## src/cmd_merge_pkg.sv

```systemverilog
// constants and types shared by the command source merge block
package cmd_merge_pkg;

    // ==========================================================
    // source selector coding
    // ==========================================================
    typedef enum logic [1:0] {
        SRC_TERMINAL = 2'h0,
        SRC_SERIAL   = 2'h1,
        SRC_AND      = 2'h2,
        SRC_OR       = 2'h3
    } src_sel_t;

    // reset values of the three selectors
    localparam src_sel_t DIR_SEL_RESET    = SRC_TERMINAL;
    localparam src_sel_t BANK_SEL_RESET   = SRC_OR;
    localparam src_sel_t PRESET_SEL_RESET = SRC_OR;

    // ==========================================================
    // widths and preset count
    // ==========================================================
    localparam int CODE_W      = 2;
    localparam int NUM_W       = 3;
    localparam int CTRL_W      = 16;
    localparam int PRESET_W    = 16;
    localparam int PRESET_CNT  = 4;

    // ==========================================================
    // serial control word field positions
    // ==========================================================
    localparam int CW_DIR_BIT    = 15;
    localparam int CW_BANK_LSB   = 13;
    localparam int CW_PRESET_LSB = 8;

    // ==========================================================
    // reset values of registered state, and the number offset
    // ==========================================================
    localparam logic                  DIR_RESET      = 1'h0;
    localparam logic [CODE_W-1:0]     CODE_RESET     = 2'h0;
    localparam logic [NUM_W-1:0]      NUM_RESET      = 3'h1;
    localparam logic [NUM_W-1:0]      NUM_OFFSET     = 3'h1;
    localparam logic [PRESET_W-1:0]   PRESET_RESET   = 16'h0000;

endpackage : cmd_merge_pkg

```

## src/merge_if.sv

```systemverilog
// interface carrying one terminal/serial pair to a merge unit
`timescale 1ns/1ns
interface merge_if #(
    parameter int W = 2
);
    logic [W-1:0]           term;
    logic [W-1:0]           bus;
    cmd_merge_pkg::src_sel_t sel;
    logic [W-1:0]           merged;

    modport src  (output term, output bus, output sel, input merged);
    modport unit (input term, input bus, input sel, output merged);
endinterface : merge_if

```

## src/merge_unit.sv

```systemverilog
// bitwise source merge: terminal, serial, and or or
`timescale 1ns/1ns
module merge_unit #(
    parameter int W = 2
) (
    merge_if.unit m
);

    // ==========================================================
    // merge
    // ==========================================================
    // serial and and modes require the bus bit, and mode also the terminal
    always_comb begin
        unique case (m.sel)
            cmd_merge_pkg::SRC_TERMINAL: m.merged = m.term;
            cmd_merge_pkg::SRC_SERIAL:   m.merged = m.bus;
            cmd_merge_pkg::SRC_AND:      m.merged = m.term & m.bus;
            cmd_merge_pkg::SRC_OR:       m.merged = m.term | m.bus;
        endcase
    end

endmodule : merge_unit

```

## src/preset_store.sv

```systemverilog
// four preset reference values with a registered read port
`timescale 1ns/1ns
module preset_store (
    input  wire logic                                   clk_sys,
    input  wire logic                                   rst,
    input  wire logic                                   wr_en,
    input  wire logic [cmd_merge_pkg::CODE_W-1:0]       wr_index,
    input  wire logic [cmd_merge_pkg::PRESET_W-1:0]     wr_data,
    input  wire logic [cmd_merge_pkg::CODE_W-1:0]       rd_index,
    output logic      [cmd_merge_pkg::PRESET_W-1:0]     rd_data
);

    // ==========================================================
    // storage, one entry per preset
    // ==========================================================
    logic [cmd_merge_pkg::PRESET_W-1:0] entry [cmd_merge_pkg::PRESET_CNT];
    logic [cmd_merge_pkg::PRESET_W-1:0] next_rd_data;

    genvar gi;
    generate
        for (gi = 0; gi < cmd_merge_pkg::PRESET_CNT; gi++) begin : g_entry
            logic [cmd_merge_pkg::PRESET_W-1:0] next_entry;
            // write hits only the addressed entry
            always_comb begin
                next_entry = entry[gi];
                if (wr_en && (int'(wr_index) == gi)) begin
                    next_entry = wr_data;
                end
            end
            always_ff @(posedge clk_sys) begin
                if (rst) begin
                    entry[gi] <= cmd_merge_pkg::PRESET_RESET;
                end else begin
                    entry[gi] <= next_entry;
                end
            end
        end
    endgenerate

    // ==========================================================
    // registered read
    // ==========================================================
    // old data on a same-cycle write: simpler than a bypass
    always_comb begin
        next_rd_data = entry[rd_index];
    end

    always_ff @(posedge clk_sys) begin
        if (rst) begin
            rd_data <= cmd_merge_pkg::PRESET_RESET;
        end else begin
            rd_data <= next_rd_data;
        end
    end

endmodule : preset_store

```

## src/command_source_merge.sv

```systemverilog
// command source merge: direction, active setup and preset selection
//
// Operation
// - terminal mode, direction follows terminal only
// - serial mode, direction follows bus bit only
// - and mode, counter-clockwise needs both ones
// - or mode, counter-clockwise needs either one
// - setup and preset selectors, default or
// - terminal mode: number is terminal code plus one
// - serial mode: number is bus code plus one
// - and mode: number is codes anded plus one
// - or mode: number is codes ored plus one
// - setup number chooses active stored setup
// - preset number chooses one of four presets
// - serial needs bus command, and needs terminal too
// - direction selector resets to terminal mode
`timescale 1ns/1ns
module command_source_merge (
    input  wire logic                                   clk_sys,
    input  wire logic                                   rst,
    // terminal inputs
    input  wire logic                                   direction_terminal_in,
    input  wire logic [cmd_merge_pkg::CODE_W-1:0]       bank_terminal_in,
    input  wire logic [cmd_merge_pkg::CODE_W-1:0]       preset_terminal_in,
    // serial control word
    input  wire logic [cmd_merge_pkg::CTRL_W-1:0]       ctrl_word,
    input  wire logic                                   ctrl_word_valid,
    // selector configuration
    input  wire logic                                   sel_wr_en,
    input  wire cmd_merge_pkg::src_sel_t                direction_source_sel_in,
    input  wire cmd_merge_pkg::src_sel_t                config_bank_source_sel_in,
    input  wire cmd_merge_pkg::src_sel_t                preset_speed_source_sel_in,
    // preset value loading
    input  wire logic                                   preset_wr_en,
    input  wire logic [cmd_merge_pkg::CODE_W-1:0]       preset_wr_index,
    input  wire logic [cmd_merge_pkg::PRESET_W-1:0]     preset_wr_data,
    // results
    output logic                                        run_ccw,
    output logic      [cmd_merge_pkg::NUM_W-1:0]        active_setup_num,
    output logic      [cmd_merge_pkg::NUM_W-1:0]        preset_ref_num,
    output logic      [cmd_merge_pkg::PRESET_W-1:0]     preset_ref_value,
    // selector read-back
    output cmd_merge_pkg::src_sel_t                     direction_source_sel,
    output cmd_merge_pkg::src_sel_t                     config_bank_source_sel,
    output cmd_merge_pkg::src_sel_t                     preset_speed_source_sel
);

    // ==========================================================
    // declarations
    // ==========================================================
    cmd_merge_pkg::src_sel_t                 next_direction_source_sel;
    cmd_merge_pkg::src_sel_t                 next_config_bank_source_sel;
    cmd_merge_pkg::src_sel_t                 next_preset_speed_source_sel;
    logic                                    bus_dir;
    logic [cmd_merge_pkg::CODE_W-1:0]        bus_bank;
    logic [cmd_merge_pkg::CODE_W-1:0]        bus_preset;
    logic                                    next_bus_dir;
    logic [cmd_merge_pkg::CODE_W-1:0]        next_bus_bank;
    logic [cmd_merge_pkg::CODE_W-1:0]        next_bus_preset;
    logic                                    next_run_ccw;
    logic [cmd_merge_pkg::NUM_W-1:0]         next_active_setup_num;
    logic [cmd_merge_pkg::NUM_W-1:0]         next_preset_ref_num;

    merge_if #(.W(1))                     dir_if ();
    merge_if #(.W(cmd_merge_pkg::CODE_W)) bank_if ();
    merge_if #(.W(cmd_merge_pkg::CODE_W)) preset_if ();

    // ==========================================================
    // source selectors
    // ==========================================================
    // all three load together; software rewrites the full set
    always_comb begin
        next_direction_source_sel    = direction_source_sel;
        next_config_bank_source_sel  = config_bank_source_sel;
        next_preset_speed_source_sel = preset_speed_source_sel;
        if (sel_wr_en) begin
            next_direction_source_sel    = direction_source_sel_in;
            next_config_bank_source_sel  = config_bank_source_sel_in;
            next_preset_speed_source_sel = preset_speed_source_sel_in;
        end
    end

    // defaults: direction from terminal, setup and preset by or
    always_ff @(posedge clk_sys) begin
        if (rst) begin
            direction_source_sel    <= cmd_merge_pkg::DIR_SEL_RESET;
            config_bank_source_sel  <= cmd_merge_pkg::BANK_SEL_RESET;
            preset_speed_source_sel <= cmd_merge_pkg::PRESET_SEL_RESET;
        end else begin
            direction_source_sel    <= next_direction_source_sel;
            config_bank_source_sel  <= next_config_bank_source_sel;
            preset_speed_source_sel <= next_preset_speed_source_sel;
        end
    end

    // ==========================================================
    // serial control word fields
    // ==========================================================
    // fields are held between words so a half-updated word never leaks
    always_comb begin
        next_bus_dir    = bus_dir;
        next_bus_bank   = bus_bank;
        next_bus_preset = bus_preset;
        if (ctrl_word_valid) begin
            next_bus_dir    = ctrl_word[cmd_merge_pkg::CW_DIR_BIT];
            next_bus_bank   = ctrl_word[cmd_merge_pkg::CW_BANK_LSB +: cmd_merge_pkg::CODE_W];
            next_bus_preset = ctrl_word[cmd_merge_pkg::CW_PRESET_LSB +: cmd_merge_pkg::CODE_W];
        end
    end

    always_ff @(posedge clk_sys) begin
        if (rst) begin
            bus_dir    <= cmd_merge_pkg::DIR_RESET;
            bus_bank   <= cmd_merge_pkg::CODE_RESET;
            bus_preset <= cmd_merge_pkg::CODE_RESET;
        end else begin
            bus_dir    <= next_bus_dir;
            bus_bank   <= next_bus_bank;
            bus_preset <= next_bus_preset;
        end
    end

    // ==========================================================
    // merge units
    // ==========================================================
    // one generic unit per function keeps the four modes identical
    assign dir_if.term    = direction_terminal_in;
    assign dir_if.bus     = bus_dir;
    assign dir_if.sel     = direction_source_sel;
    assign bank_if.term   = bank_terminal_in;
    assign bank_if.bus    = bus_bank;
    assign bank_if.sel    = config_bank_source_sel;
    assign preset_if.term = preset_terminal_in;
    assign preset_if.bus  = bus_preset;
    assign preset_if.sel  = preset_speed_source_sel;

    merge_unit #(.W(1)) u_dir_merge (
        .m (dir_if.unit)
    );

    merge_unit #(.W(cmd_merge_pkg::CODE_W)) u_bank_merge (
        .m (bank_if.unit)
    );

    merge_unit #(.W(cmd_merge_pkg::CODE_W)) u_preset_merge (
        .m (preset_if.unit)
    );

    // ==========================================================
    // result registers
    // ==========================================================
    // code 00 means number 1, so the offset is added here, not in the unit
    always_comb begin
        next_run_ccw          = dir_if.merged;
        next_active_setup_num = {1'b0, bank_if.merged} + cmd_merge_pkg::NUM_OFFSET;
        next_preset_ref_num   = {1'b0, preset_if.merged} + cmd_merge_pkg::NUM_OFFSET;
    end

    always_ff @(posedge clk_sys) begin
        if (rst) begin
            run_ccw          <= cmd_merge_pkg::DIR_RESET;
            active_setup_num <= cmd_merge_pkg::NUM_RESET;
            preset_ref_num   <= cmd_merge_pkg::NUM_RESET;
        end else begin
            run_ccw          <= next_run_ccw;
            active_setup_num <= next_active_setup_num;
            preset_ref_num   <= next_preset_ref_num;
        end
    end

    // ==========================================================
    // preset value lookup
    // ==========================================================
    // read index is the merged code, so the value lines up with the number
    preset_store u_preset_store (
        .clk_sys  (clk_sys),
        .rst      (rst),
        .wr_en    (preset_wr_en),
        .wr_index (preset_wr_index),
        .wr_data  (preset_wr_data),
        .rd_index (preset_if.merged),
        .rd_data  (preset_ref_value)
    );
endmodule : command_source_merge

```

## config.mk

```make
export PLATFORM = sky130hd
export DESIGN_NAME = command_source_merge
export DESIGN_NICKNAME = d
export VERILOG_FILES = /design/src/cmd_merge_pkg.sv /design/src/merge_if.sv /design/src/merge_unit.sv /design/src/preset_store.sv /design/src/command_source_merge.sv
export SDC_FILE = /design/constraint.sdc
export NUM_CORES = 1
export LEC_CHECK = 0
export ABC_AREA = 1
export BUFFER_PORTS_ARGS = -buffer_cell sky130_fd_sc_hd__buf_2
export CORE_MARGIN = 4
export CORE_UTILIZATION = 40
export CTS_CLUSTER_DIAMETER = 60
export DETAILED_ROUTE_END_ITERATION = 16
export PLACE_DENSITY = 0.67
export SKIP_LAST_GASP = 1
export SLEW_MARGIN = 5
export SYNTH_ARGS = -nofsm -noshare
export SYNTH_HDL_FRONTEND = slang
export SYNTH_SLANG_ARGS = --single-unit
```

## constraint.sdc

```tcl
create_clock -name clk_sys -period 2.3 [get_ports clk_sys]
set_input_delay 0.23 -clock clk_sys [delete_from_list [all_inputs] [get_ports clk_sys]]
set_output_delay 0.23 -clock clk_sys [all_outputs]
set_load 0.03 [all_outputs]
```

==> results by group, run 1 <==
Routing
  – DRC: 0
  – Via density: between 4 and 5
  – Final wirelength: roughly 8900 um
  – Drt first pass iters: 4
  – Drt wl/cell: 13.6 um
  – Total number of vias: 3,122
  – Iter 0 DRT Violations: roughly 200
  – DRT antenna net count: 0

Job
  – Max-Cap Viols: 0

Hold path
  – Worst hold path type: primary input to flip-flop

Final layout
  – Antenna cells: 0
  – Most frequent cells in the layout: inv_1 (80), nor2_1 (76), buf_2 (67)
  – Share of cells above drive strength 1: 0.181
  – P&R area growth vs syn: 14.2%
  – Multi-input logic area: 0.00116 mm2
  – Filler cell count: approximately 970
  – Cell Count, Final, Fillers Out: between 600 and 700
  – Cell area after layout: 0.00482 mm2
  – Commonest non-fill, non-tap cell in the layout: inv_1
  – FF/Latch Area: about 0.0026 mm2
  – Fin nets: ~570

Floorplan
  – Die width: 111 um
  – IO Count: 79
  – Initial Util: 0.411
  – Standard-cell row count: 37
  – Die area: between 0.01 and 0.015 mm2
  – Core Box Area: ~0.010 mm2
  – DIE HEIGHT: between 100 and 150 um

Setup path
  – Setup CP Type: flip-flop to flip-flop
  – Max incr delay on CP: roughly 0.44 ns
  – Crit path cell chain: nand2_1 -> nand2_1 -> nand2_2 -> nand2_4 -> inv_1 -> ha_1 -> inv_1 -> nor2_1
  – Worst setup EP type: flip-flop
  – Crit-path slowest cell: dfxtp_1
  – CP arrival: about 1.8 ns
  – Worst-path fanout max: 33
  – Crit start category: flip-flop
  – CP Data Required Time: 2.54 ns

STA
  – Total Neg Setup Slack: 0 ns
  – Final Slew Violations: 0
  – Final setup fails: 0
  – Final Hold Violating Endpoints: 0
  – Clk_skew: 0.00420 ns
  – Measured slew at the worst slew-check pin: approximately 0.83 ns
  – Max Clk Rate: ~640 MHz
  – Relative slew slack: 0.445
  – Crit path time final: approximately 1.6 ns
  – Final period utilization: 0.680
  – Setup ws final: 0.736 ns
  – RSZ-0062 raised after global routing: false

Pwr
  – Power Dens Cells: ~770 mW/mm2
  – Maximum VDD drop: approximately 0.00029 V
  – Tot Pwr: ~0.0037 W
  – Static Leak: 2.26 nW

Clocking
  – Clock transition at path regs: about 0.090 ns
  – CTS tree: done
  – Post-CTS Setup Inserts: 0
  – Clk_lat worst skew: about 0.36 ns
  – CTS root buffer: clkbuf_8
  – # hold bufs at CTS: 0
  – Clock Tree Buf Depth: 2
  – H-tree depth: 3
  – Cts bufs inserted: 9
  – Cts repair resizes: 0
  – Clock net sink count: between 90 and 100

Logic synthesis
  – Synthesized area: approximately 0.0042 mm2
  – YS warnings: 0
  – Syn_nets: a little over 500
  – Synth Register Bits: 98
  – Synth Instances: about 450
  – Yosys cell types: 21
  – Seq/Total Area, Yosys: 0.617
  – Synth Area per Inst: 9.36 um2

Global routing
  – Vias in the first global route: between 3,000 and 4,000
  – First-pass GRT wire length: 14,600 um
  – Total GRT Usage: 0.149
  – Initial antenna violation count: 0
  – GRT overflow: 0
  – Largest net degree at the start of global routing: 34

Placement
  – Area post-placement: ~0.0046 mm2
  – PortBufs: 67
  – DP HPWL: ~5600 um
  – Dpl ws: approximately 0.68 ns
  – Placer Congestion: roughly 0.77
  – DP Cell Count: between 600 and 700

Run status
  – Status: finished, final reports clean
## cell usage after synthesis
cell	instances	area, um2
inv_1	80	300
nand3_2	1	10.0
dfxtp_1	34	681
inv_4	1	6.26
o21ai_0	12	60.1
nand4_1	4	25.0
buf_4	5	37.5
a21oi_1	26	130
edfxtp_1	64	1920
nand3_1	54	270
nand2_1	54	203
nand2_4	2	22.5
inv_2	2	7.51
clkbuf_1	3	11.3
nand2_2	1	6.26
nor2_1	76	285
a211oi_1	1	7.51
ha_1	2	25.0
nand3b_1	16	120
buf_2	9	45.0
buf_6	4	45.0
## through the flow
step                      hold WS [ns]  utilization
after CTS                       0.0719        0.469
after global routing            0.0911        0.469
after detailed placement         0.449        0.451
after global placement           0.444        0.451
final                           0.0809        0.469
after floorplan                  0.352            -
## routing by layer
layer,global-route usage,share of wire,routed length [um],vias to the layer above
li1,-,-,-,1570
met3,0.0306,0.069,614,13
met1,0.179,0.41,3650,1446
met4,0.0714,0.019,167,0
met5,0,0,0,-
met2,0.254,0.50,4520,93
## worst max-delay path: cells and delay by family, from the launching register on
kind / cells / cell delay [ns]
adder cells (fa/ha/maj): 1 / 0.30
flip-flops: 1 / 0.44
AND/OR/NAND/NOR: 5 / 0.54
buffers and inverters: 2 / 0.17
## flip-flops by register name, summed over array words and instances, names as in the netlist
signal	cells
u_preset_store.rd_data	16
preset_speed_source_sel	2
run_ccw	1
u_preset_store.entry	64
bus_preset	2
direction_source_sel	2
preset_ref_num	3
bank_if.bus	2
config_bank_source_sel	2
bus_dir	1
active_setup_num	3
## layout make-up
type | count | share of cell area
multi-input cells | 249 | 0.242
repair buffers | 74 | 0.0805
clock buffers | 13 | 0.0332
flip-flops and latches | 98 | 0.540
inverters | 83 | 0.0652
well taps | 136 | 0.0353
clock inverters | 3 | 0.00415
## logic make-up (layout without fill, tap and decap cells)
family	Yosys count	in the layout	share of synthesized area
flip-flops	98	98	0.617
buffers and inverters	104	173	0.107
AO/OA/AOI/OAI	39	39	0.0468
adder cells (fa/ha/maj)	2	2	0.00593
AND/OR/NAND/NOR	208	208	0.223
## power by group
group          switching (W)  internal [W]
Clock               0.000567      0.000464
Sequential         0.0000422       0.00202
Combinational       0.000434      0.000188
Total                0.00104       0.00268
## worst paths after layout
path	from	to	slack [ns]	cells past startpoint
max	preset_speed_source_sel[1]	preset_ref_num[1]	0.74	8
min	config_bank_source_sel_in[0]	config_bank_source_sel[0]	0.08	3
max reg2reg	preset_speed_source_sel[1]	preset_ref_num[1]	0.74	8
min reg2reg	bus_dir	bus_dir	0.48	2
Note: power is estimated with default switching activity, not from simulation.
==> run 2: changes to the inputs <==
ABC_AREA = 0   (was 1)
PLACE_DENSITY = 0.69   (was 0.67)
clock period = 1.3 ns   (was 2.3 ns; I/O delays follow)
==> run 2 against run 1 <==
The flow now finishes with violations (negative setup slack). Core utilization increased by 6.2 points. Clock power grew 120%. Die area is 2.1% lower. Largest power group unchanged.
==> results by group, run 2 <==
Run status
  – Status: complete, but fails checks
  – Failing checks: negative setup slack

STA
  – Final Slew Violations: 0 (unchanged)
  – Crit path time final: 1.46 ns (-0.107 ns)
  – RSZ-0062 raised after global routing: true
  – Final Hold Violating Endpoints: 0 (unchanged)
  – Clk_skew: 0.0128 ns (+0.00860 ns)
  – Max Clk Rate: 686 MHz (+7.3%)
  – Final period utilization: 1.12 (+0.441)
  – Final setup fails: 18 (+18)
  – Relative slew slack: 0.410 (-0.0354)
  – Measured slew at the worst slew-check pin: 0.881 ns (+0.0503 ns)
  – Setup ws final: -0.157 ns (-0.893 ns)
  – Final Hold Slack: 0.0232 ns (-0.0577 ns)

Clocking
  – Clock net sink count: 98 (unchanged)
  – H-tree depth: 3 (unchanged)
  – CTS root buffer: clkbuf_8
  – Clk_lat worst skew: 0.36 ns (about the same)
  – Clock Tree Buf Depth: 2 (unchanged)
  – Cts bufs inserted: 9 (unchanged)
  – CTS tree: done
  – Clock transition at path regs: 0.10 ns (about the same)

Placement
  – PortBufs: 67 (unchanged)
  – DP Cell Count: 527 (-18%)
  – Placer Congestion: 0.777 (+0.78%)
  – Dpl ws: -0.377 ns (-1.06 ns)
  – DP HPWL: 5720 um (+1.8%)

Floorplan
  – Core Box Area: 0.00991 mm2 (-3.6%)
  – Standard-cell row count: 36 (-2.7%)
  – Initial Util: 0.416 (+0.00577)
  – IO Count: 79 (unchanged)
  – DIE HEIGHT: 110 um (-1.0%)
  – Die width: 110 um (-1.0%)
  – Die area: 0.0120 mm2 (-2.1%)

Setup path
  – CP startpoint: preset_speed_source_sel[0]
  – Crit start category: flip-flop
  – Worst-path fanout max: 7 (-79%)
  – Worst r2r src: preset_speed_source_sel[0]
  – Top delay family on crit path: compound AO/OA/AOI/OAI gates
  – Worst Reg-to-Reg Cells: 6 (-2)
  – CP arrival: 1.71 ns (-0.10 ns)
  – Max incr delay on CP: 0.38 ns (-0.06 ns)
  – Worst r2r dst: u_preset_store.rd_data[12]
  – Setup CP Type: flip-flop to flip-flop
  – CP Data Required Time: 1.55 ns (-0.99 ns)
  – Crit path cell chain: o21a_4 -> a21oi_4 -> inv_4 -> bufbuf_16 -> o21ai_4 -> o32ai_2
  – Worst reg-to-reg setup slack: -0.16 ns (-0.89 ns)
  – Worst setup EP type: flip-flop
  – Crit-path slowest cell: dfxtp_4
  – Crit path buffers/inverters: 2 (unchanged)

Logic synthesis
  – Synth top area cells: edfxtp_1 (47%), dfxtp_1 (16%), and2_1 (9.7%), o32ai_2 (5.5%), nor2_1 (5.1%)
  – Area share of the largest cell type after synthesis: 0.466 (+0.0104)
  – Primary FF master, synth: edfxtp_1
  – Post-synth top cells: and2_1 (64), edfxtp_1 (64), nor2_1 (56)
  – Yosys cell types: 33 (+57%)
  – Most area-hungry cell type in the Yosys netlist: edfxtp_1
  – Post-synth EDFFs: 64 (unchanged)
  – Synthesized area: 0.00413 mm2 (-2.2%)
  – Synth Instances: 322 (-29%)
  – Synth Area per Inst: 12.8 um2 (+37%)
  – Synth async-reset ratio: 0 (unchanged)
  – YS warnings: 0 (unchanged)
  – Synth Register Bits: 98 (unchanged)
  – Seq/Total Area, Yosys: 0.631 (+0.0140)
  – Syn_nets: 374 (-26%)

Routing
  – Via density: 4.87 (+2.4%)
  – Total number of vias: 2,720 (-13%)
  – Iter 0 DRT Violations: 90 (-54%)
  – DRC: 0 (unchanged)
  – DRT antenna net count: 0 (unchanged)
  – Drt first pass iters: 7 (+3)
  – Drt wl/cell: 15.8 um (+16%)
  – Final wirelength: 8800 um (-1.7%)

Final layout
  – Cell Count, Final, Fillers Out: 558 (-15%)
  – FF/Latch Area: 0.00261 mm2 (+0.38%)
  – Largest regs: u_preset_store.entry (64), u_preset_store.rd_data (16)
  – Most frequent cells in the layout: buf_2 (67), and2_1 (64), edfxtp_1 (64)
  – Fin nets: 472 (-17%)
  – Filler cell count: 848 (-13%)
  – Multi-input logic area: 0.00151 mm2 (+30%)
  – P&R area growth vs syn: 27.5%
  – Post-route core utilization: 0.531 (+0.0620)
  – Commonest non-fill, non-tap cell in the layout: buf_2
  – Max reg flops: 64 (unchanged)
  – Share of cells above drive strength 1: 0.386 (+0.205)
  – Antenna cells: 0 (unchanged)
  – Biggest register: u_preset_store.entry

Pwr
  – Maximum VDD drop: 0.000569 V (+96%)
  – Power Dens Cells: 1360 mW/mm2 (+76%)
  – Tot Pwr: 0.00716 W (+92%)
  – Static Leak: 2.12 nW (-6.4%)

Global routing
  – First-pass GRT wire length: 14,200 um (-3.2%)
  – Vias in the first global route: 2,775 (-11%)
  – Largest net degree at the start of global routing: 19 (-44%)
  – Initial antenna violation count: 0 (unchanged)
  – Total GRT Usage: 0.158 (+0.00950)
  – GRT overflow: 0 (unchanged)

Hold path
  – Min-delay src: ctrl_word[15]
  – Worst hold path type: primary input to flip-flop
  – Hold endpoint: bus_dir
  – Hold path cells: 3 (unchanged)

Job
  – Max-Cap Viols: 0 (unchanged)
==> run 2: cell count changes after synthesis, moves of 7 or more <==
| cell | delta |
|---|---|
| inv_1 | -77 |
| and2_1 | +64 |
| nand3_1 | -53 |
| nand2_1 | -43 |
| a21oi_1 | -24 |
| nor2_1 | -20 |
| nand3b_1 | -16 |
| o32ai_2 | +14 |
| mux2i_1 | +10 |
| o21ai_2 | +10 |
| o21ai_0 | -8 |
| buf_2 | -7 |
==> run 2: timing repair <==
action / CTS / global route
resized for setup: 8 / 4
buffers inserted: 5 / 0
hold buffers: 9 / 0
endpoints found under the hold margin: 9 / 0
pin swaps: 3 / 2
setup endpoints to repair: 20 / 51
gates cloned: 1 / 0
==> run 2: worst max-delay path by stage <==
stage	endpoint	slack, ns	depth (start not counted)
2_1_floorplan	preset_ref_num[1]	-0.14	6
3_3_place_gp	u_preset_store.entry[2][15]	-0.35	5
3_5_place_dp	u_preset_store.entry[0][15]	-0.38	5
4_1_cts	u_preset_store.rd_data[12]	-0.19	6
5_1_grt	u_preset_store.rd_data[6]	-0.24	6
6_report	u_preset_store.rd_data[12]	-0.16	6
==> run 2: metrics by stage <==
stage	instance area [um2]	TNS [ns]
floorplan	4220	-1.58
global placement	4810	-20.44
detailed placement	4810	-23.05
CTS	5250	-3.00
global route	5260	-3.56
finish	5260	-2.24
==> run 2: cell families (layout without fill, tap and decap cells) <==
group | after synthesis | after routing | synth area share
simple gates | 141 | 141 | 0.178
flops | 98 | 98 | 0.631
compound gates | 47 | 47 | 0.120
buf+inv | 21 | 124 | 0.0334
mux | 10 | 10 | 0.0243
xor+xnor | 3 | 3 | 0.00819
fa+ha+maj | 2 | 2 | 0.00606
==> run 2: power breakdown <==
group / total, W / switching, W / internal (W)
Clock: 0.00222 / 0.00111 / 0.00112
Sequential: 0.00367 / 0.0000944 / 0.00358
Combinational: 0.00126 / 0.000743 / 0.000516
==> run 2: layer usage <==
| layer | vias up | routed length [um] | track usage |
|---|---|---|---|
| met5 | - | 0 | 0 |
| met4 | 0 | 167 | 0.0703 |
| met3 | 12 | 300 | 0.0252 |
| met2 | 57 | 4830 | 0.290 |
| met1 | 1325 | 3490 | 0.180 |
| li1 | 1326 | - | - |
==> run 2: worst register-to-register path: cells and delay by family (launching register included) <==
family,cells,cell delay (ns)
compound gates,4,0.59
buf+inv,2,0.39
flops,1,0.38
==> run 2: final cells by class <==
type	instances	area share
clock inverter	7	0.0197
clock buffer	9	0.0235
sequential	98	0.497
timing repair buffer	103	0.136
inverter	5	0.00499
multi-input combinational	203	0.288
tap	133	0.0316
